### src/sync_channel_port_config_consts.vh
// constants for the sync clock channel port configuration bank
// assumes byte addressing on a 32-bit wishbone bus, one word per register
`ifndef SYNC_CHANNEL_PORT_CONFIG_CONSTS_VH
`define SYNC_CHANNEL_PORT_CONFIG_CONSTS_VH

// register indices, byte address is four times the index
`define CHAN5_DIVIDER_DRIVER_IDX 8'h49
`define CHAN5_RECEIVER_TERM_IDX 8'h4a
`define CHAN6_DIVIDER_DRIVER_IDX 8'h4b
`define CHAN6_RECEIVER_TERM_IDX 8'h4c
`define CHAN7_DIVIDER_DRIVER_IDX 8'h4d
`define CHAN7_RECEIVER_TERM_IDX 8'h4e

// reset values
`define DIVIDER_DRIVER_RESET 8'h00
`define RECEIVER_TERM_RESET 8'h00

// first register fields
`define DIVIDER_CHOICE_BIT 7
`define DRIVE_CURRENT_HIGH_BIT 6
`define CM_CODE_MSB 5
`define CM_CODE_LSB 0

// second register fields
`define RX_AUTO_POWERDOWN_BIT 7
`define RX_GROUND_DISCONNECT_BIT 5
`define DRV_GROUND_DISCONNECT_BIT 4
`define RX_TERM_SHORT_BIT 3
`define DRV_TERM_SHORT_BIT 2
`define RX_AC_COUPLING_BIT 1

`endif

### src/sync_channel_port_config.v
// configuration registers of sync clock channels 5, 6 and 7
// assumes a classic wishbone master on the same clock; tdc use flags and
// shared divider ratios come from logic on the same clock
// Functional notes
// bit7 of first picks divider A or B
// bit6 sets drive current, 0 low, 1 high
// bits5:0 hold common-mode resistor code
// current bit scales common-mode voltage too
// bit7 of second enables receiver auto powerdown
// software sets auto powerdown after reset
// bit5 disconnects receiver float terminations
// bit4 disconnects driver float terminations
// bit3 shorts receiver link terminations
// bit2 shorts driver link terminations
// bit1 selects ac-coupled receive mode
// channel 5 at 0x49/0x4a, reset zero
// channels 6, 7 at 0x4b..0x4e
// reserved bits stored and read back
//
// Local design decision: register access over Wishbone.
`timescale 1ns/100ps
`default_nettype none
`include "sync_channel_port_config_consts.vh"

module sync_channel_port_config #(
    parameter DIV_WIDTH = 12,
    parameter ADR_WIDTH = 12
) (
    // clock and reset
    input wire clock,
    input wire reset,
    // wishbone slave
    input wire wb_cyc_i,
    input wire wb_stb_i,
    input wire wb_we_i,
    input wire [ADR_WIDTH-1:0] wb_adr_i,
    input wire [3:0] wb_sel_i,
    input wire [31:0] wb_dat_i,
    output reg [31:0] wb_dat_o,
    output reg wb_ack_o,
    // shared divider ratios
    input wire [DIV_WIDTH-1:0] sharedDividerA,
    input wire [DIV_WIDTH-1:0] sharedDividerB,
    // tdc measurement uses receiver, bit 0 is channel 5
    input wire [2:0] tdcUsesReceiver,
    // per channel driver controls, bit 0 is channel 5
    output reg [2:0] dividerChoice,
    output reg [3*DIV_WIDTH-1:0] channelDivideFactor,
    output reg [2:0] driveCurrentHigh,
    output reg [17:0] commonModeResistorCode,
    // per channel receiver and termination controls
    output reg [2:0] receiverAutoPowerdown,
    output reg [2:0] receiverPowered,
    output reg [2:0] receiverGroundDisconnect,
    output reg [2:0] driverGroundDisconnect,
    output reg [2:0] receiverTerminationShort,
    output reg [2:0] driverTerminationShort,
    output reg [2:0] receiveAcCoupling
);

    reg [7:0] drvCfg0_q;
    reg [7:0] drvCfg1_q;
    reg [7:0] drvCfg2_q;
    reg [7:0] rxCfg0_q;
    reg [7:0] rxCfg1_q;
    reg [7:0] rxCfg2_q;
    reg ack_d;
    reg [31:0] readData_d;
    wire request;
    wire wordAligned;
    wire [7:0] regIndex;
    wire writeLane;
    wire [2:0] dividerChoice_d;
    wire [3*DIV_WIDTH-1:0] channelDivideFactor_d;
    wire [2:0] driveCurrentHigh_d;
    wire [17:0] commonModeResistorCode_d;
    wire [2:0] receiverAutoPowerdown_d;
    wire [2:0] receiverPowered_d;
    wire [2:0] receiverGroundDisconnect_d;
    wire [2:0] driverGroundDisconnect_d;
    wire [2:0] receiverTerminationShort_d;
    wire [2:0] driverTerminationShort_d;
    wire [2:0] receiveAcCoupling_d;

    assign request = wb_cyc_i & wb_stb_i & ~wb_ack_o;
    assign wordAligned = (wb_adr_i[1:0] == 2'h0)
        & (wb_adr_i[ADR_WIDTH-1:10] == {(ADR_WIDTH-10){1'b0}});
    assign regIndex = wb_adr_i[9:2];
    // write lands at the edge the master samples ack
    assign writeLane = wb_ack_o & wb_cyc_i & wb_stb_i & wb_we_i & wb_sel_i[0];

    // read mux, unmapped reads zero
    always @* begin
        ack_d = request;
        readData_d = 32'h00000000;
        if (!wordAligned) begin
            readData_d = 32'h00000000;
        end else if (regIndex == `CHAN5_DIVIDER_DRIVER_IDX) begin
            readData_d = {24'h000000, drvCfg0_q};
        end else if (regIndex == `CHAN5_RECEIVER_TERM_IDX) begin
            readData_d = {24'h000000, rxCfg0_q};
        end else if (regIndex == `CHAN6_DIVIDER_DRIVER_IDX) begin
            readData_d = {24'h000000, drvCfg1_q};
        end else if (regIndex == `CHAN6_RECEIVER_TERM_IDX) begin
            readData_d = {24'h000000, rxCfg1_q};
        end else if (regIndex == `CHAN7_DIVIDER_DRIVER_IDX) begin
            readData_d = {24'h000000, drvCfg2_q};
        end else if (regIndex == `CHAN7_RECEIVER_TERM_IDX) begin
            readData_d = {24'h000000, rxCfg2_q};
        end
    end

    // bus answer, one cycle after request
    always @(posedge clock or posedge reset) begin
        if (reset) begin
            wb_ack_o <= 1'b0;
            wb_dat_o <= 32'h00000000;
        end else begin
            wb_ack_o <= ack_d;
            if (ack_d && !wb_we_i) begin
                wb_dat_o <= readData_d;
            end
        end
    end

    // channel 5 pair, zero reset
    // whole byte kept incl reserved
    always @(posedge clock or posedge reset) begin
        if (reset) begin
            drvCfg0_q <= `DIVIDER_DRIVER_RESET;
            rxCfg0_q <= `RECEIVER_TERM_RESET;
        end else if (writeLane && wordAligned) begin
            if (regIndex == `CHAN5_DIVIDER_DRIVER_IDX) begin
                drvCfg0_q <= wb_dat_i[7:0];
            end else if (regIndex == `CHAN5_RECEIVER_TERM_IDX) begin
                rxCfg0_q <= wb_dat_i[7:0];
            end
        end
    end

    // channel 6 and 7 pairs
    always @(posedge clock or posedge reset) begin
        if (reset) begin
            drvCfg1_q <= `DIVIDER_DRIVER_RESET;
            rxCfg1_q <= `RECEIVER_TERM_RESET;
            drvCfg2_q <= `DIVIDER_DRIVER_RESET;
            rxCfg2_q <= `RECEIVER_TERM_RESET;
        end else if (writeLane && wordAligned) begin
            if (regIndex == `CHAN6_DIVIDER_DRIVER_IDX) begin
                drvCfg1_q <= wb_dat_i[7:0];
            end else if (regIndex == `CHAN6_RECEIVER_TERM_IDX) begin
                rxCfg1_q <= wb_dat_i[7:0];
            end else if (regIndex == `CHAN7_DIVIDER_DRIVER_IDX) begin
                drvCfg2_q <= wb_dat_i[7:0];
            end else if (regIndex == `CHAN7_RECEIVER_TERM_IDX) begin
                rxCfg2_q <= wb_dat_i[7:0];
            end
        end
    end

    // field decode, channel 5
    sync_channel_field_decode #(
        .DIV_WIDTH(DIV_WIDTH)
    ) i_field5 (
        .driverCfg(drvCfg0_q),
        .receiverCfg(rxCfg0_q),
        .sharedDividerA(sharedDividerA),
        .sharedDividerB(sharedDividerB),
        .tdcUsesReceiver(tdcUsesReceiver[0]),
        .dividerChoice(dividerChoice_d[0]),
        .channelDivideFactor(channelDivideFactor_d[DIV_WIDTH-1:0]),
        .driveCurrentHigh(driveCurrentHigh_d[0]),
        .commonModeResistorCode(commonModeResistorCode_d[5:0]),
        .receiverAutoPowerdown(receiverAutoPowerdown_d[0]),
        .receiverPowered(receiverPowered_d[0]),
        .receiverGroundDisconnect(receiverGroundDisconnect_d[0]),
        .driverGroundDisconnect(driverGroundDisconnect_d[0]),
        .receiverTerminationShort(receiverTerminationShort_d[0]),
        .driverTerminationShort(driverTerminationShort_d[0]),
        .receiveAcCoupling(receiveAcCoupling_d[0])
    );

    // field decode, channel 6
    sync_channel_field_decode #(
        .DIV_WIDTH(DIV_WIDTH)
    ) i_field6 (
        .driverCfg(drvCfg1_q),
        .receiverCfg(rxCfg1_q),
        .sharedDividerA(sharedDividerA),
        .sharedDividerB(sharedDividerB),
        .tdcUsesReceiver(tdcUsesReceiver[1]),
        .dividerChoice(dividerChoice_d[1]),
        .channelDivideFactor(channelDivideFactor_d[2*DIV_WIDTH-1:DIV_WIDTH]),
        .driveCurrentHigh(driveCurrentHigh_d[1]),
        .commonModeResistorCode(commonModeResistorCode_d[11:6]),
        .receiverAutoPowerdown(receiverAutoPowerdown_d[1]),
        .receiverPowered(receiverPowered_d[1]),
        .receiverGroundDisconnect(receiverGroundDisconnect_d[1]),
        .driverGroundDisconnect(driverGroundDisconnect_d[1]),
        .receiverTerminationShort(receiverTerminationShort_d[1]),
        .driverTerminationShort(driverTerminationShort_d[1]),
        .receiveAcCoupling(receiveAcCoupling_d[1])
    );

    // field decode, channel 7
    sync_channel_field_decode #(
        .DIV_WIDTH(DIV_WIDTH)
    ) i_field7 (
        .driverCfg(drvCfg2_q),
        .receiverCfg(rxCfg2_q),
        .sharedDividerA(sharedDividerA),
        .sharedDividerB(sharedDividerB),
        .tdcUsesReceiver(tdcUsesReceiver[2]),
        .dividerChoice(dividerChoice_d[2]),
        .channelDivideFactor(channelDivideFactor_d[3*DIV_WIDTH-1:2*DIV_WIDTH]),
        .driveCurrentHigh(driveCurrentHigh_d[2]),
        .commonModeResistorCode(commonModeResistorCode_d[17:12]),
        .receiverAutoPowerdown(receiverAutoPowerdown_d[2]),
        .receiverPowered(receiverPowered_d[2]),
        .receiverGroundDisconnect(receiverGroundDisconnect_d[2]),
        .driverGroundDisconnect(driverGroundDisconnect_d[2]),
        .receiverTerminationShort(receiverTerminationShort_d[2]),
        .driverTerminationShort(driverTerminationShort_d[2]),
        .receiveAcCoupling(receiveAcCoupling_d[2])
    );

    // registered field outputs per channel
    always @(posedge clock or posedge reset) begin
        if (reset) begin
            dividerChoice <= 3'h0;
            channelDivideFactor <= {3*DIV_WIDTH{1'b0}};
            driveCurrentHigh <= 3'h0;
            commonModeResistorCode <= 18'h00000;
            receiverAutoPowerdown <= 3'h0;
            receiverPowered <= 3'h7;
            receiverGroundDisconnect <= 3'h0;
            driverGroundDisconnect <= 3'h0;
            receiverTerminationShort <= 3'h0;
            driverTerminationShort <= 3'h0;
            receiveAcCoupling <= 3'h0;
        end else begin
            dividerChoice <= dividerChoice_d;
            channelDivideFactor <= channelDivideFactor_d;
            driveCurrentHigh <= driveCurrentHigh_d;
            commonModeResistorCode <= commonModeResistorCode_d;
            receiverAutoPowerdown <= receiverAutoPowerdown_d;
            receiverPowered <= receiverPowered_d;
            receiverGroundDisconnect <= receiverGroundDisconnect_d;
            driverGroundDisconnect <= driverGroundDisconnect_d;
            receiverTerminationShort <= receiverTerminationShort_d;
            driverTerminationShort <= driverTerminationShort_d;
            receiveAcCoupling <= receiveAcCoupling_d;
        end
    end

endmodule // sync_channel_port_config

// field decode of one channel, combinational
module sync_channel_field_decode #(
    parameter DIV_WIDTH = 12
) (
    // channel configuration bytes
    input wire [7:0] driverCfg,
    input wire [7:0] receiverCfg,
    // shared divider ratios and tdc use
    input wire [DIV_WIDTH-1:0] sharedDividerA,
    input wire [DIV_WIDTH-1:0] sharedDividerB,
    input wire tdcUsesReceiver,
    // decoded driver fields
    output wire dividerChoice,
    output wire [DIV_WIDTH-1:0] channelDivideFactor,
    output wire driveCurrentHigh,
    output wire [5:0] commonModeResistorCode,
    // decoded receiver fields
    output wire receiverAutoPowerdown,
    output wire receiverPowered,
    output wire receiverGroundDisconnect,
    output wire driverGroundDisconnect,
    output wire receiverTerminationShort,
    output wire driverTerminationShort,
    output wire receiveAcCoupling
);

    // divider A when clear, B set
    assign dividerChoice = driverCfg[`DIVIDER_CHOICE_BIT];
    assign channelDivideFactor = dividerChoice ? sharedDividerB : sharedDividerA;
    // drive current level
    // also scales common-mode voltage
    assign driveCurrentHigh = driverCfg[`DRIVE_CURRENT_HIGH_BIT];
    // common-mode resistor code
    assign commonModeResistorCode = driverCfg[`CM_CODE_MSB:`CM_CODE_LSB];
    // power down when tdc idle
    assign receiverAutoPowerdown = receiverCfg[`RX_AUTO_POWERDOWN_BIT];
    assign receiverPowered = ~receiverAutoPowerdown | tdcUsesReceiver;
    // receiver float ground switch
    assign receiverGroundDisconnect = receiverCfg[`RX_GROUND_DISCONNECT_BIT];
    // driver float ground switch
    assign driverGroundDisconnect = receiverCfg[`DRV_GROUND_DISCONNECT_BIT];
    // receiver link short
    assign receiverTerminationShort = receiverCfg[`RX_TERM_SHORT_BIT];
    // driver link short
    assign driverTerminationShort = receiverCfg[`DRV_TERM_SHORT_BIT];
    // ac or dc coupling
    assign receiveAcCoupling = receiverCfg[`RX_AC_COUPLING_BIT];

endmodule // sync_channel_field_decode
`default_nettype wire

### config.mk
export PLATFORM = sky130hd
export DESIGN_NAME = sync_channel_port_config
export DESIGN_NICKNAME = d
export VERILOG_FILES = /design/src/sync_channel_port_config.v
export VERILOG_INCLUDE_DIRS = /design/src
export SDC_FILE = /design/constraint.sdc
export NUM_CORES = 1
export LEC_CHECK = 0
export ABC_AREA = 0
export BUFFER_PORTS_ARGS = -buffer_cell sky130_fd_sc_hd__buf_2
export CORE_UTILIZATION = 51
export CTS_BUF_LIST = sky130_fd_sc_hd__clkbuf_8
export DETAILED_ROUTE_END_ITERATION = 10
export PLACE_DENSITY = 0.91
export SLEW_MARGIN = 10
export SYNTH_ARGS = -nofsm -noshare
export SYNTH_HDL_FRONTEND = slang
export SYNTH_SLANG_ARGS = --single-unit
### constraint.sdc
create_clock -name clock -period 6.8 [get_ports clock]
set_clock_uncertainty 0.1 [all_clocks]
set_input_delay 1.36 -clock clock [delete_from_list [all_inputs] [get_ports clock]]
set_output_delay 1.36 -clock clock [all_outputs]
set_load 0.005 [all_outputs]
# --- Yosys cells after proc, flatten, opt, wreduce, memory -nomap -nowiden ---
# Cells that the tools add are included.
totals:
  register_bits: 162
  inputBits: 80
  out_inout_bits: 114
  elab_cells: 64
op_classes:
  n_eq_ne: 6
  mux: 10
  n_reduce_logical: 11
  bitwise: 18
op_table:
  columns: ["operator", "count"]
  rows:
  - ["$mux 8", 7]
  - ["$eq 8x7->1 const B", 6]
  - ["$mux 12", 3]
  - ["$not 1->1", 8]
  - ["$and 1x1->1", 7]
  - ["$reduce_and 3->1", 2]
  - ["$reduce_and 5->1", 1]
  - ["$logic_not 2->1", 2]
  - ["$reduce_and 2->1", 2]
  - ["$reduce_and 4->1", 1]
  - ["$or 1x1->1", 3]
  - ["$logic_and 1x1->1", 2]
  - ["$logic_not 1->1", 1]

# --- Depth between registers and ports, before layout ---
# Gate-level depths: netlist of the first run.
depth:
  ltp_word: 8
  mapped_depth: 7
  ltp_nobuf: 5

# --- Modules after synthesis ---
# A second synthesis of the first run with hierarchy kept.
unflattened:
  hier_cells: 417
  hier_area_um2: 5831.8
modules_own_cells:
  columns: ["mod", "area_each_um2", "seq_area_each_um2", "cells_each", "instances"]
  rows:
  - ["sync_channel_port_config", 4946.0, 3457.1, 333, 1]
  - ["sync_channel_field_decode", 295.3, 0.0, 28, 3]

# --- Worst setup path after synthesis of the first run ---
# No wires, ideal clock.
synth_timing:
  path_type: "in2reg"
  start: "input port wb_adr_i[1]"
  end: "register drvCfg0_q[0]"
  setup_time_ps: 125
  path_buffers: 0
  t_arrival_ps: 3035
  cell_stages: 4
  slack_ps: 3540
  required_time_ps: 6575
  cell_sequence: "or4_1 -> or3_4 -> nor3_4 -> mux2_2"
synth_via:
  elab_chain_cells: 4
synth_lines:
  columns: ["element", "line", "rtl"]
  rows:
  - ["from (decl)", "sync_channel_port_config.v:36", "input wire [ADR_WIDTH-1:0] wb_adr_i,"]
  - ["$logic_not 2->1", "sync_channel_port_config.v:86", "assign wordAligned = (wb_adr_i[1:0] == 2'h0)"]
  - ["$and 1x1->1", "sync_channel_port_config.v:87", "& (wb_adr_i[ADR_WIDTH-1:10] == {(ADR_WIDTH-10){1'b0}});"]
  - ["$logic_and 1x1->1", "sync_channel_port_config.v:132", "end else if (writeLane && wordAligned) begin"]
  - ["$reduce_and 2->1 (no line)", null, null]
  - ["to (signal assigned)", "sync_channel_port_config.v:130", "drvCfg0_q <= `DIVIDER_DRIVER_RESET;"]
  - ["to (signal assigned)", "sync_channel_port_config.v:134", "drvCfg0_q <= wb_dat_i[7:0];"]
  - ["to (decl)", "sync_channel_port_config.v:61", "reg [7:0] drvCfg0_q;"]
# No other way between the ends.
# A chain may end at the register's enable or synchronous reset.

# --- Final worst setup path of the first run ---
layout_timing:
  start: "input port wb_adr_i[4]"
  end: "register rxCfg1_q[0]"
layout_via:
  elab_chain_cells: 3
  word_cells_on_any_way: 4
  cone_classes: "eq/ne: 2; bitwise: 1; reduce/logical: 1"
layout_lines:
  columns: ["element", "line", "rtl"]
  rows:
  - ["$eq 8x7->1 (no line)", null, null]
  - ["$not 1->1 (no line)", null, null]
  - ["$reduce_and 3->1 (no line) (*)", null, null]
  - ["to (signal assigned)", "sync_channel_port_config.v:145", "rxCfg1_q <= `RECEIVER_TERM_RESET;"]
  - ["to (signal assigned)", "sync_channel_port_config.v:152", "rxCfg1_q <= wb_dat_i[7:0];"]
  - ["to (decl)", "sync_channel_port_config.v:65", "reg [7:0] rxCfg1_q;"]
# Every way passes the cells marked *; elsewhere a longest branch is shown, timed or not.

==> results of run 1 <==
-- layer usage --
metal	wire, um	part of all wire
met2	6090	0.51
met1	4600	0.39
met5	0	0
met3	838	0.070
met4	388	0.033
-- worst register-to-register path, delay by kind of cell (launching register included) --
family           cells  cell delay (ns)
flip-flops           1             0.41
AND/OR/NAND/NOR      2             0.95
AO/OA/AOI/OAI        1             0.40
-- area by class of cell --
type / count / area share
clock buffer: 17 / 0.0359
tap: 133 / 0.0255
antenna: 2 / 0.000767
multi-input combinational: 212 / 0.258
inverter: 9 / 0.00595
timing repair buffer: 143 / 0.110
clock inverter: 15 / 0.0343
sequential: 138 / 0.530
-- kinds of logic (layout without fill, tap and decap cells) --
logic type	after synthesis	count (layout)	share of synthesized area
AOI/OAI and AO/OA	46	46	0.0568
and+or+nand+nor	57	57	0.0620
buffers and inverters	49	184	0.0523
muxes	85	85	0.180
DFF	138	138	0.649
other	1	26	0.000704
-- registers in the layout (all words and copies together), names as in the netlist --
name	flops
receiverGroundDisconnect	3
rxCfg2_q	8
receiverAutoPowerdown	3
wb_ack_o	1
dividerChoice	3
wb_dat_o	8
driverTerminationShort	3
rxCfg0_q	8
receiverPowered	3
receiverTerminationShort	3
channelDivideFactor	36
commonModeResistorCode	18
drvCfg1_q	8
drvCfg2_q	8
rxCfg1_q	8
driveCurrentHigh	3
receiveAcCoupling	3
drvCfg0_q	8
driverGroundDisconnect	3
-- worst max path at each step --
stage               slack [ns]        start  depth (start not counted)                      to
finish                    3.33  wb_adr_i[4]                          5             rxCfg1_q[0]
global route              3.25  wb_adr_i[2]                          5            drvCfg0_q[6]
CTS                       3.41  wb_adr_i[4]                          5             rxCfg1_q[0]
detailed placement        2.92  wb_adr_i[4]                          5             rxCfg1_q[1]
global placement          3.02  wb_adr_i[4]                          5             rxCfg1_q[7]
floorplan                 1.65        reset                          1  channelDivideFactor[0]
-- power by group through the flow --
stage | Combinational [mW] | Sequential (mW) | Clock, mW
after floorplan | 0.0556 | 0.852 | 0
after global placement | 0.0875 | 0.850 | 0
after detailed placement | 0.0926 | 0.851 | 0
after CTS | 0.0934 | 0.834 | 0.759
after global routing | 0.104 | 0.835 | 0.794
final | 0.0936 | 0.834 | 0.753
-- cell usage after synthesis, types with 2 or more instances --
| library cell | number | area share |
|---|---|---|
| sky130_fd_sc_hd__nor3_1 | 10 | 0.0094 |
| sky130_fd_sc_hd__nor2b_1 | 4 | 0.0047 |
| sky130_fd_sc_hd__nor3_4 | 2 | 0.0061 |
| sky130_fd_sc_hd__nand2b_1 | 4 | 0.0047 |
| sky130_fd_sc_hd__nand2_1 | 17 | 0.012 |
| sky130_fd_sc_hd__inv_1 | 9 | 0.0063 |
| sky130_fd_sc_hd__mux2_2 | 83 | 0.18 |
| sky130_fd_sc_hd__nand3_1 | 2 | 0.0019 |
| sky130_fd_sc_hd__buf_4 | 24 | 0.034 |
| sky130_fd_sc_hd__nand3_2 | 3 | 0.0056 |
| sky130_fd_sc_hd__mux2_1 | 2 | 0.0042 |
| sky130_fd_sc_hd__clkbuf_1 | 12 | 0.0085 |
| sky130_fd_sc_hd__dfstp_2 | 3 | 0.015 |
| sky130_fd_sc_hd__nor2_1 | 8 | 0.0056 |
| sky130_fd_sc_hd__o22ai_1 | 7 | 0.0082 |
| sky130_fd_sc_hd__a21oi_1 | 15 | 0.014 |
| sky130_fd_sc_hd__a22o_1 | 8 | 0.013 |
| sky130_fd_sc_hd__buf_1 | 2 | 0.0014 |
| sky130_fd_sc_hd__o21ai_0 | 7 | 0.0066 |
| sky130_fd_sc_hd__dfrtp_1 | 135 | 0.63 |
| sky130_fd_sc_hd__a221oi_1 | 8 | 0.013 |
-- per-stage QoR --
stage          setup WS [ns]  std cells  instance area, sq um  hold slack, ns  power [mW]
2_1_floorplan           1.65        399                  5420           0.264       0.908
3_3_place_gp            3.02        635                  6060           0.282       0.937
3_5_place_dp            2.92        635                  6060           0.287       0.943
4_1_cts                 3.41        667                  6520           0.304        1.69
5_1_grt                 3.25        668                  6520           0.310        1.73
6_report                3.33        669                  6520           0.304        1.68
==> run summary, run 1 <==
==========================================================================================
Yosys warning total                                                                      0
Detailed-route via count                                                              3546
Clock network fraction of total power                                                0.448
Total DRC errors in the routed layout                                                    0
End point of the most critical hold path                                      commonModeResistorCode[5]
Power density cells                                                            258 mW/mm^2
Core Area                                                                     0.00995 sq mm
Min-Delay Startpoint                                                          drvCfg0_q[5]
Total clock buffers created by CTS                                                      17
Hold/Removal Path Class                                                       flip-flop to flip-flop
Horizontal extent of the die                                                        104 um
Clock edge transition at the registers on the reported setup and hold paths        0.07 ns
Number of vias per cell                                                               5.30
Sw power                                                                            378 uW
Hold Fails Final Rpt                                                                     0
Worst skew pair latency                                                            0.44 ns
Primary flip-flop cell chosen by synthesis mapping                            sky130_fd_sc_hd__dfrtp_1
CTS Hold Bufs                                                                            0
Int Pwr                                                                            1.30 mW
Crit-path max FO                                                                        20
Sum of negative setup slack                                                           0 ns
Post-synth cell types                                                                   32
Placer congestion estimate                                                           0.804
Initial standard-cell utilization of the core                                        0.535
Worst Path Arrival                                                                 3.69 ns
Most used routing layer in global routing                                             met2
Total routed wirelength                                                            11.9 mm
CTS resizes                                                                              0
Required time reported for the critical path endpoint                              7.01 ns
Buffering stage count on the worst path with inverters included                          1
Static leakage                                                                     3.42 nW
Core Rows                                                                               36
Final-report setup violation count                                                       0
Seq/Total Area, Yosys                                                                0.649
Synthesized area divided by synthesized cell count                              14.2 sq um
CTS H-tree lvls                                                                          4
Crit-path leading delay family                                                simple AND/OR/NAND/NOR gates
Wire length of the first global-routing pass                                       19.1 mm
Setup repair after global routing missed its margin                                  false
Die Y                                                                               104 um
Maximum number of buffers from clock root to sink                                        2
Count of maximum capacitance violations                                                  0
Transition at the pin with the smallest max-transition slack                      0.836 ns
Most common library cell in the layout ignoring fill and taps                 sky130_fd_sc_hd__buf_2
Initial DRC Count                                                                      229
Largest net degree at the start of global routing                                       97
Fraction of the cycle the final worst path needs                                     0.511
Routed wire length per instance                                                    17.8 um
Maximum vdd ir drop                                                                 103 uV
Count of filler cells inserted in the layout                                           709
Area grow syn2layout                                                                 22.4%
Switch share                                                                         0.225
Cell count of the worst reg-to-reg path                                                  3
Die Outline Area                                                              0.0109 sq mm
Number of enable flip-flop cells after synthesis                                         0
Worst Setup End Kind                                                             flip-flop
Endpoint of the most critical register-to-register path                        wb_dat_o[6]
Vias in the first global route                                                        3790
Internal reg-to-reg setup slack                                                    4.81 ns
Cells along the critical path                                                 buf_2, nor2b_1, nand2b_1, nor3_4, mux2_2
Status                                                                        finished clean
Relative contribution of combinational cells to total power                          0.056
Count of input and output buffers                                                      142
Post-synthesis async set-or-reset flop share                                          1.00
Gate Count Post-Synth                                                                  376
GR met3 Demand/Resource                                                             0.0702
DP Wirelength                                                                      8.07 mm
Maximum clock frequency                                                            288 MHz
Flip-flop and latch count after synthesis                                              138
Number of sinks driven by the clock tree                                               138
R2r startpoint                                                                    wb_ack_o
Cell area after technology mapping                                            0.00533 sq mm
Fraction of power consumed by sequential logic                                       0.496
Top library cells by usage in the layout, fill and taps aside                 sky130_fd_sc_hd__buf_2 (142), sky130_fd_sc_hd__dfrtp_1 (135), sky130_fd_sc_hd__mux2_2 (83)
Global router's overall resource usage                                               0.234
Number of antenna-violating nets in the routed design                                    0
Fraction of final layout cells with drive strength greater than 1                    0.507
Final net count                                                                        601
GR Overflow Total                                                                        0
CTS tree                                                                               yes
First-pass detailed-route iteration total                                                5
Max-Slew Margin vs Limit                                                             0.442
Antenna violations before repair                                                         1
Footprint of the multi-input gates                                            0.00168 sq mm
Number of placed I/O pins                                                              194
Met2 GRT Util                                                                        0.387
FF/Latch Area                                                                 0.00346 sq mm
Clock root buffer master                                                      sky130_fd_sc_hd__clkbuf_8
Core occupancy in the finished layout                                                0.655
Worst Setup Path Type                                                         primary input to flip-flop
Number of setup buffers added after CTS                                                  0
Worst Hold Path Cells                                                                    0
Slowest CP cell                                                               sky130_fd_sc_hd__nor2b_1
Kind of start point of the critical path                                      primary input
Final max-slew violation count                                                           0
Tmin final                                                                         3.47 ns
Critical Path Max Stage Delay                                                      0.69 ns
GRT met1 Usage                                                                       0.273
==========================================================================================
Note: power is estimated with default switching activity, not from simulation.
==> run 2: changes to the inputs <==
==> constraint.sdc (replaced) <==
create_clock -name clock -period 3.56 [get_ports clock]
set_clock_uncertainty 0.1 [all_clocks]
set_input_delay 0.712 -clock clock [delete_from_list [all_inputs] [get_ports clock]]
set_output_delay 0.712 -clock clock [all_outputs]
set_load 0.005 [all_outputs]
==> run 2 against run 1 <==
Net effect: wire length fell by 1.1%; non-clock buffer count rose by 6; sequential share of layout area rose by 0.14 points; sequential cell count did not move; final area fell by 0.27%; combinational power rose by 99%; global-route usage fell by 0.27 points; clock power rose by 55%; power rose by 76%; final cell count rose by 0.90%; critical path depth did not move; die area did not move.
==> run summary, run 2 (synthesized netlist as in run 1, its figures left out) <==
==========================================================================================
Total DRC errors in the routed layout                                                    0
Count of input and output buffers                                                      142
Min-Delay Startpoint                                                          drvCfg1_q[5]
Power density cells                                                            454 mW/mm^2
Antenna violations before repair                                                         2
Horizontal extent of the die                                                        104 um
Worst Path Arrival                                                                 2.73 ns
Post-route insts no fill                                                               675
Top library cells by usage in the layout, fill and taps aside                 sky130_fd_sc_hd__buf_2 (142), sky130_fd_sc_hd__dfrtp_1 (135), sky130_fd_sc_hd__mux2_2 (83)
Power consumption                                                                  2.95 mW
Slowest CP cell                                                               sky130_fd_sc_hd__or4_1
Kind of start point of the critical path                                      primary input
Worst Hold Path Cells                                                                    0
Number of vias per cell                                                               5.25
Tmin final                                                                         2.51 ns
End point of the most critical hold path                                      commonModeResistorCode[11]
Largest Register                                                              channelDivideFactor
Count of maximum capacitance violations                                                  0
Global router's overall resource usage                                               0.231
Count of filler cells inserted in the layout                                           732
Post-DP Area                                                                  0.00613 sq mm
Hold Fails Final Rpt                                                                     0
Hold Slack                                                                        0.300 ns
Cells along the critical path                                                 buf_2, or4_1, or3_4, nor3_4, mux2_2
DP Wirelength                                                                      8.10 mm
Worst skew pair latency                                                            0.45 ns
Maximum number of buffers from clock root to sink                                        2
Final non-filler cell area                                                    0.00651 sq mm
Detailed-route via count                                                              3543
Number of placed I/O pins                                                              194
Wire length of the first global-routing pass                                       18.8 mm
Status                                                                        finished clean
Total routed wirelength                                                            11.8 mm
CTS Hold Bufs                                                                            0
Initial DRC Count                                                                      259
Transition at the pin with the smallest max-transition slack                      0.851 ns
Initial standard-cell utilization of the core                                        0.535
Biggest regs                                                                  channelDivideFactor: 36 flops, commonModeResistorCode: 18 flops
Critical Path Max Stage Delay                                                      0.54 ns
Area grow syn2layout                                                                 22.1%
Clock edge transition at the registers on the reported setup and hold paths        0.07 ns
Placer congestion estimate                                                           0.787
Routed wire length per instance                                                    17.5 um
Endpoint of the most critical register-to-register path                        wb_dat_o[2]
Number of sinks driven by the clock tree                                               138
Setup repair after global routing missed its margin                                  false
Core Rows                                                                               36
Maximum vdd ir drop                                                                 238 uV
Die Outline Area                                                              0.0109 sq mm
Maximum clock frequency                                                            399 MHz
R2r startpoint                                                                    wb_ack_o
Worst Setup Path Type                                                         primary input to flip-flop
First-pass detailed-route iteration total                                                6
Number of setup buffers added after CTS                                                  0
Most common library cell in the layout ignoring fill and taps                 sky130_fd_sc_hd__buf_2
Final-report setup violation count                                                       0
Vias in the first global route                                                        3756
GR Overflow Total                                                                        0
Internal reg-to-reg setup slack                                                    1.52 ns
Core Area                                                                     0.00995 sq mm
Cell count of the worst reg-to-reg path                                                  4
CTS resizes                                                                              0
Max-Slew Margin vs Limit                                                             0.432
Fraction of the cycle the final worst path needs                                     0.704
Die Y                                                                               104 um
Number of antenna-violating nets in the routed design                                    0
Total clock buffers created by CTS                                                      17
Number of flip-flops under the largest register name                                    36
Sum of negative setup slack                                                           0 ns
Required time reported for the critical path endpoint                              3.78 ns
Worst Setup End Kind                                                             flip-flop
Final max-slew violation count                                                           0
CTS H-tree lvls                                                                          4
Crit-path max FO                                                                         8
Fraction of final layout cells with drive strength greater than 1                    0.513
Final net count                                                                        607
Hold/Removal Path Class                                                       flip-flop to flip-flop
Clock root buffer master                                                      sky130_fd_sc_hd__clkbuf_8
CTS tree                                                                               yes
Static leakage                                                                     3.41 nW
Largest net degree at the start of global routing                                       66
Cell total after placement                                                             641
==========================================================================================
## run 2: cell count changes in the layout (fill, tap and decap cells not counted), sizes merged
cell	delta
buf	+6
bufinv	-4
clkbuf	+1
clkinvlp	+3
## run 2: layer usage
layer  track usage  wire length [um]  vias up
met4         0.135               393        0
li1              -                 -     1580
met2         0.371              5990      171
met3        0.0771               805       31
met5             0                 0        -
met1         0.271              4600     1761
## run 2: where the power goes
group / leakage [nW] / total (mW) / internal [mW] / switching (mW)
Clock: 0.181 / 1.17 / 0.570 / 0.600
Sequential: 1.83 / 1.59 / 1.59 / 0.00615
Combinational: 1.39 / 0.186 / 0.0725 / 0.113
Total: 3.41 / 2.95 / 2.23 / 0.720
## run 2: layout make-up
class | count | area (sq um) | area share
Sequential cell | 138 | 3460 | 0.531
Multi-Input combinational cell | 212 | 1680 | 0.258
Timing Repair Buffer | 149 | 788 | 0.121
Clock buffer | 18 | 248 | 0.0381
Tap cell | 133 | 166 | 0.0256
Clock inverter | 14 | 124 | 0.0190
Inverter | 9 | 37.5 | 0.00577
Antenna cell | 2 | 5.00 | 0.000769
## run 2: worst max-delay path, delay by kind of cell
kind / cells / cell delay, ns
simple gates: 3 / 1.52
mux: 1 / 0.40
buf+inv: 1 / 0.09
## run 2: worst max-delay path by stage
stage | start | endpoint | slack (ns) | cells past startpoint
CTS | wb_adr_i[1] | rxCfg1_q[6] | 1.08 | 5
detailed placement | wb_adr_i[1] | rxCfg1_q[6] | 0.61 | 5
global route | wb_adr_i[1] | rxCfg1_q[6] | 1.02 | 5
global placement | wb_adr_i[1] | rxCfg1_q[3] | 0.66 | 5
floorplan | wb_adr_i[1] | drvCfg0_q[0] | 0.95 | 4
finish | wb_adr_i[1] | rxCfg1_q[6] | 1.05 | 5
## run 2: stage by stage
step / util / setup slack (ns)
3_5_place_dp: 0.616 / 0.612
2_1_floorplan: - / 0.948
6_report: 0.654 / 1.05
4_1_cts: 0.653 / 1.08
5_1_grt: 0.654 / 1.02
3_3_place_gp: 0.616 / 0.662
==> run 3: changes to the inputs <==
==> constraint.sdc (replaced) <==
create_clock -name clock -period 2.39 [get_ports clock]
set_clock_uncertainty 0.1 [all_clocks]
set_input_delay 0.478 -clock clock [delete_from_list [all_inputs] [get_ports clock]]
set_output_delay 0.478 -clock clock [all_outputs]
set_load 0.005 [all_outputs]
==> run 3 against run 2 <==
Net effect: count of clock-buffer cells in the layout is 1 higher; first-iteration DRC count decreased by 31%; largest cell class unchanged; register-to-register slack worse by 1.0 ns.
==> run summary, run 3 (synthesized netlist as in run 1, its figures left out) <==
==========================================================================================
Power density cells                                                            694 mW/mm^2
Antenna violations before repair                                                         1
End point of the most critical hold path                                      receiverPowered[1]
Worst Hold Path Cells                                                                    2
Required time reported for the critical path endpoint                              2.61 ns
Number of sinks driven by the clock tree                                               138
Transition at the pin with the smallest max-transition slack                      0.691 ns
Die Outline Area                                                              0.0109 sq mm
Power consumption                                                                  4.58 mW
Static leakage                                                                     3.48 nW
Area grow syn2layout                                                                 23.8%
Total routed wirelength                                                            11.9 mm
Fraction of the cycle the final worst path needs                                     0.906
Maximum clock frequency                                                            462 MHz
Internal reg-to-reg setup slack                                                    0.50 ns
Count of maximum capacitance violations                                                  0
Status                                                                        finished clean
Worst Setup Path Type                                                         primary input to flip-flop
R2r startpoint                                                                    wb_ack_o
Top library cells by usage in the layout, fill and taps aside                 sky130_fd_sc_hd__buf_2 (142), sky130_fd_sc_hd__dfrtp_1 (135), sky130_fd_sc_hd__mux2_2 (83)
Max-Slew Margin vs Limit                                                             0.539
Worst Path Arrival                                                                 2.38 ns
Most used routing layer in global routing                                             met2
Crit-path max FO                                                                         8
Die Y                                                                               104 um
Worst Setup End Kind                                                             flip-flop
Most common library cell in the layout ignoring fill and taps                 sky130_fd_sc_hd__buf_2
DP Wirelength                                                                      8.13 mm
GR met3 Demand/Resource                                                             0.0739
Cells along the critical path                                                 buf_2, or4_1, or3_4, nor2_8, nand3_2, mux2_1
Kind of start point of the critical path                                      primary input
Post-route worst setup slack                                                      0.224 ns
Maximum vdd ir drop                                                                 280 uV
Count of input and output buffers                                                      142
Slowest CP cell                                                               sky130_fd_sc_hd__or4_1
Fraction of final layout cells with drive strength greater than 1                    0.517
Horizontal extent of the die                                                        104 um
Hold/Removal Path Class                                                       primary input to flip-flop
Biggest regs                                                                  channelDivideFactor: 36 flops, commonModeResistorCode: 18 flops
Final non-filler cell area                                                    0.00660 sq mm
Endpoint of the most critical register-to-register path                       drvCfg2_q[5]
CTS H-tree lvls                                                                          4
Final max-slew violation count                                                           0
Post-DP Area                                                                  0.00618 sq mm
Clock edge transition at the registers on the reported setup and hold paths        0.07 ns
Initial DRC Count                                                                      180
Placer congestion estimate                                                           0.816
Total clock buffers created by CTS                                                      17
Min-Delay Startpoint                                                          tdcUsesReceiver[1]
Count of filler cells inserted in the layout                                           725
Final-report setup violation count                                                       0
CTS resizes                                                                              0
Routed wire length per instance                                                    17.4 um
Worst setup slack after placement                                                -0.222 ns
CTS Hold Bufs                                                                            0
GRT met1 Usage                                                                       0.280
Hold Fails Final Rpt                                                                     0
Met2 GRT Util                                                                        0.382
Largest net degree at the start of global routing                                      139
Total DRC errors in the routed layout                                                    0
Number of setup buffers added after CTS                                                  0
Number of antenna-violating nets in the routed design                                    0
Critical Path Max Stage Delay                                                      0.54 ns
First-pass detailed-route iteration total                                                4
Largest Register                                                              channelDivideFactor
Detailed-route via count                                                              3585
CTS tree                                                                               yes
Number of flip-flops under the largest register name                                    36
Number of placed I/O pins                                                              194
Core Area                                                                     0.00995 sq mm
Setup repair after global routing missed its margin                                  false
Number of vias per cell                                                               5.25
Worst skew pair latency                                                            0.44 ns
Tmin final                                                                         2.17 ns
Maximum number of buffers from clock root to sink                                        2
Cell count of the worst reg-to-reg path                                                  5
GR Overflow Total                                                                        0
Global router's overall resource usage                                               0.234
Clock root buffer master                                                      sky130_fd_sc_hd__clkbuf_8
Vias in the first global route                                                        3756
Core Rows                                                                               36
Final net count                                                                        616
Wire length of the first global-routing pass                                       19.1 mm
Initial standard-cell utilization of the core                                        0.535
==========================================================================================
==> run 3: worst max-delay path by stage <==
stage / slack, ns / startpoint / cells past startpoint / endpoint
finish: 0.22 / wb_adr_i[1] / 6 / drvCfg2_q[5]
global route: 0.19 / wb_adr_i[1] / 6 / drvCfg2_q[5]
CTS: 0.24 / wb_adr_i[1] / 6 / drvCfg2_q[5]
detailed placement: -0.22 / wb_adr_i[1] / 6 / drvCfg2_q[5]
global placement: -0.18 / wb_adr_i[1] / 6 / drvCfg2_q[5]
floorplan: 0.01 / wb_adr_i[1] / 4 / drvCfg0_q[0]
==> run 3: power breakdown <==
part | switching [mW] | total, mW | internal [mW]
sequential | 0.00929 | 2.38 | 2.37
clock | 0.847 | 1.92 | 1.08
combinational | 0.170 | 0.279 | 0.109
total | 1.03 | 4.58 | 3.55
==> run 3: area by class of cell <==
cell class	count	area, sq um	area share
Inverter	9	37.5	0.00569
Multi-Input combinational cell	212	1680	0.255
Sequential cell	138	3460	0.524
Timing Repair Buffer	158	843	0.128
Clock buffer	19	262	0.0396
Clock inverter	13	151	0.0229
Antenna cell	1	2.50	0.000379
Tap cell	133	166	0.0252
==> run 3: critical path, delay by kind of cell <==
| family | cells | cell delay [ns] |
|---|---|---|
| AND/OR/NAND/NOR | 4 | 1.41 |
| multiplexers | 1 | 0.40 |
| buffers and inverters | 1 | 0.09 |
==> run 3: per-stage QoR <==
step,util,instances,hold WS [ns],setup TNS [ns]
after floorplan,-,399,0.264,0
after global placement,0.621,650,0.280,-5.87
after detailed placement,0.621,650,0.285,-7.48
after CTS,0.663,682,0.111,0
after global routing,0.663,683,0.114,0
final,0.663,683,0.125,0
==> run 3: routing by layer <==
layer	vias up	share of wire
li1	1587	-
met4	0	0.028
met2	191	0.52
met5	-	0
met3	31	0.076
met1	1776	0.38
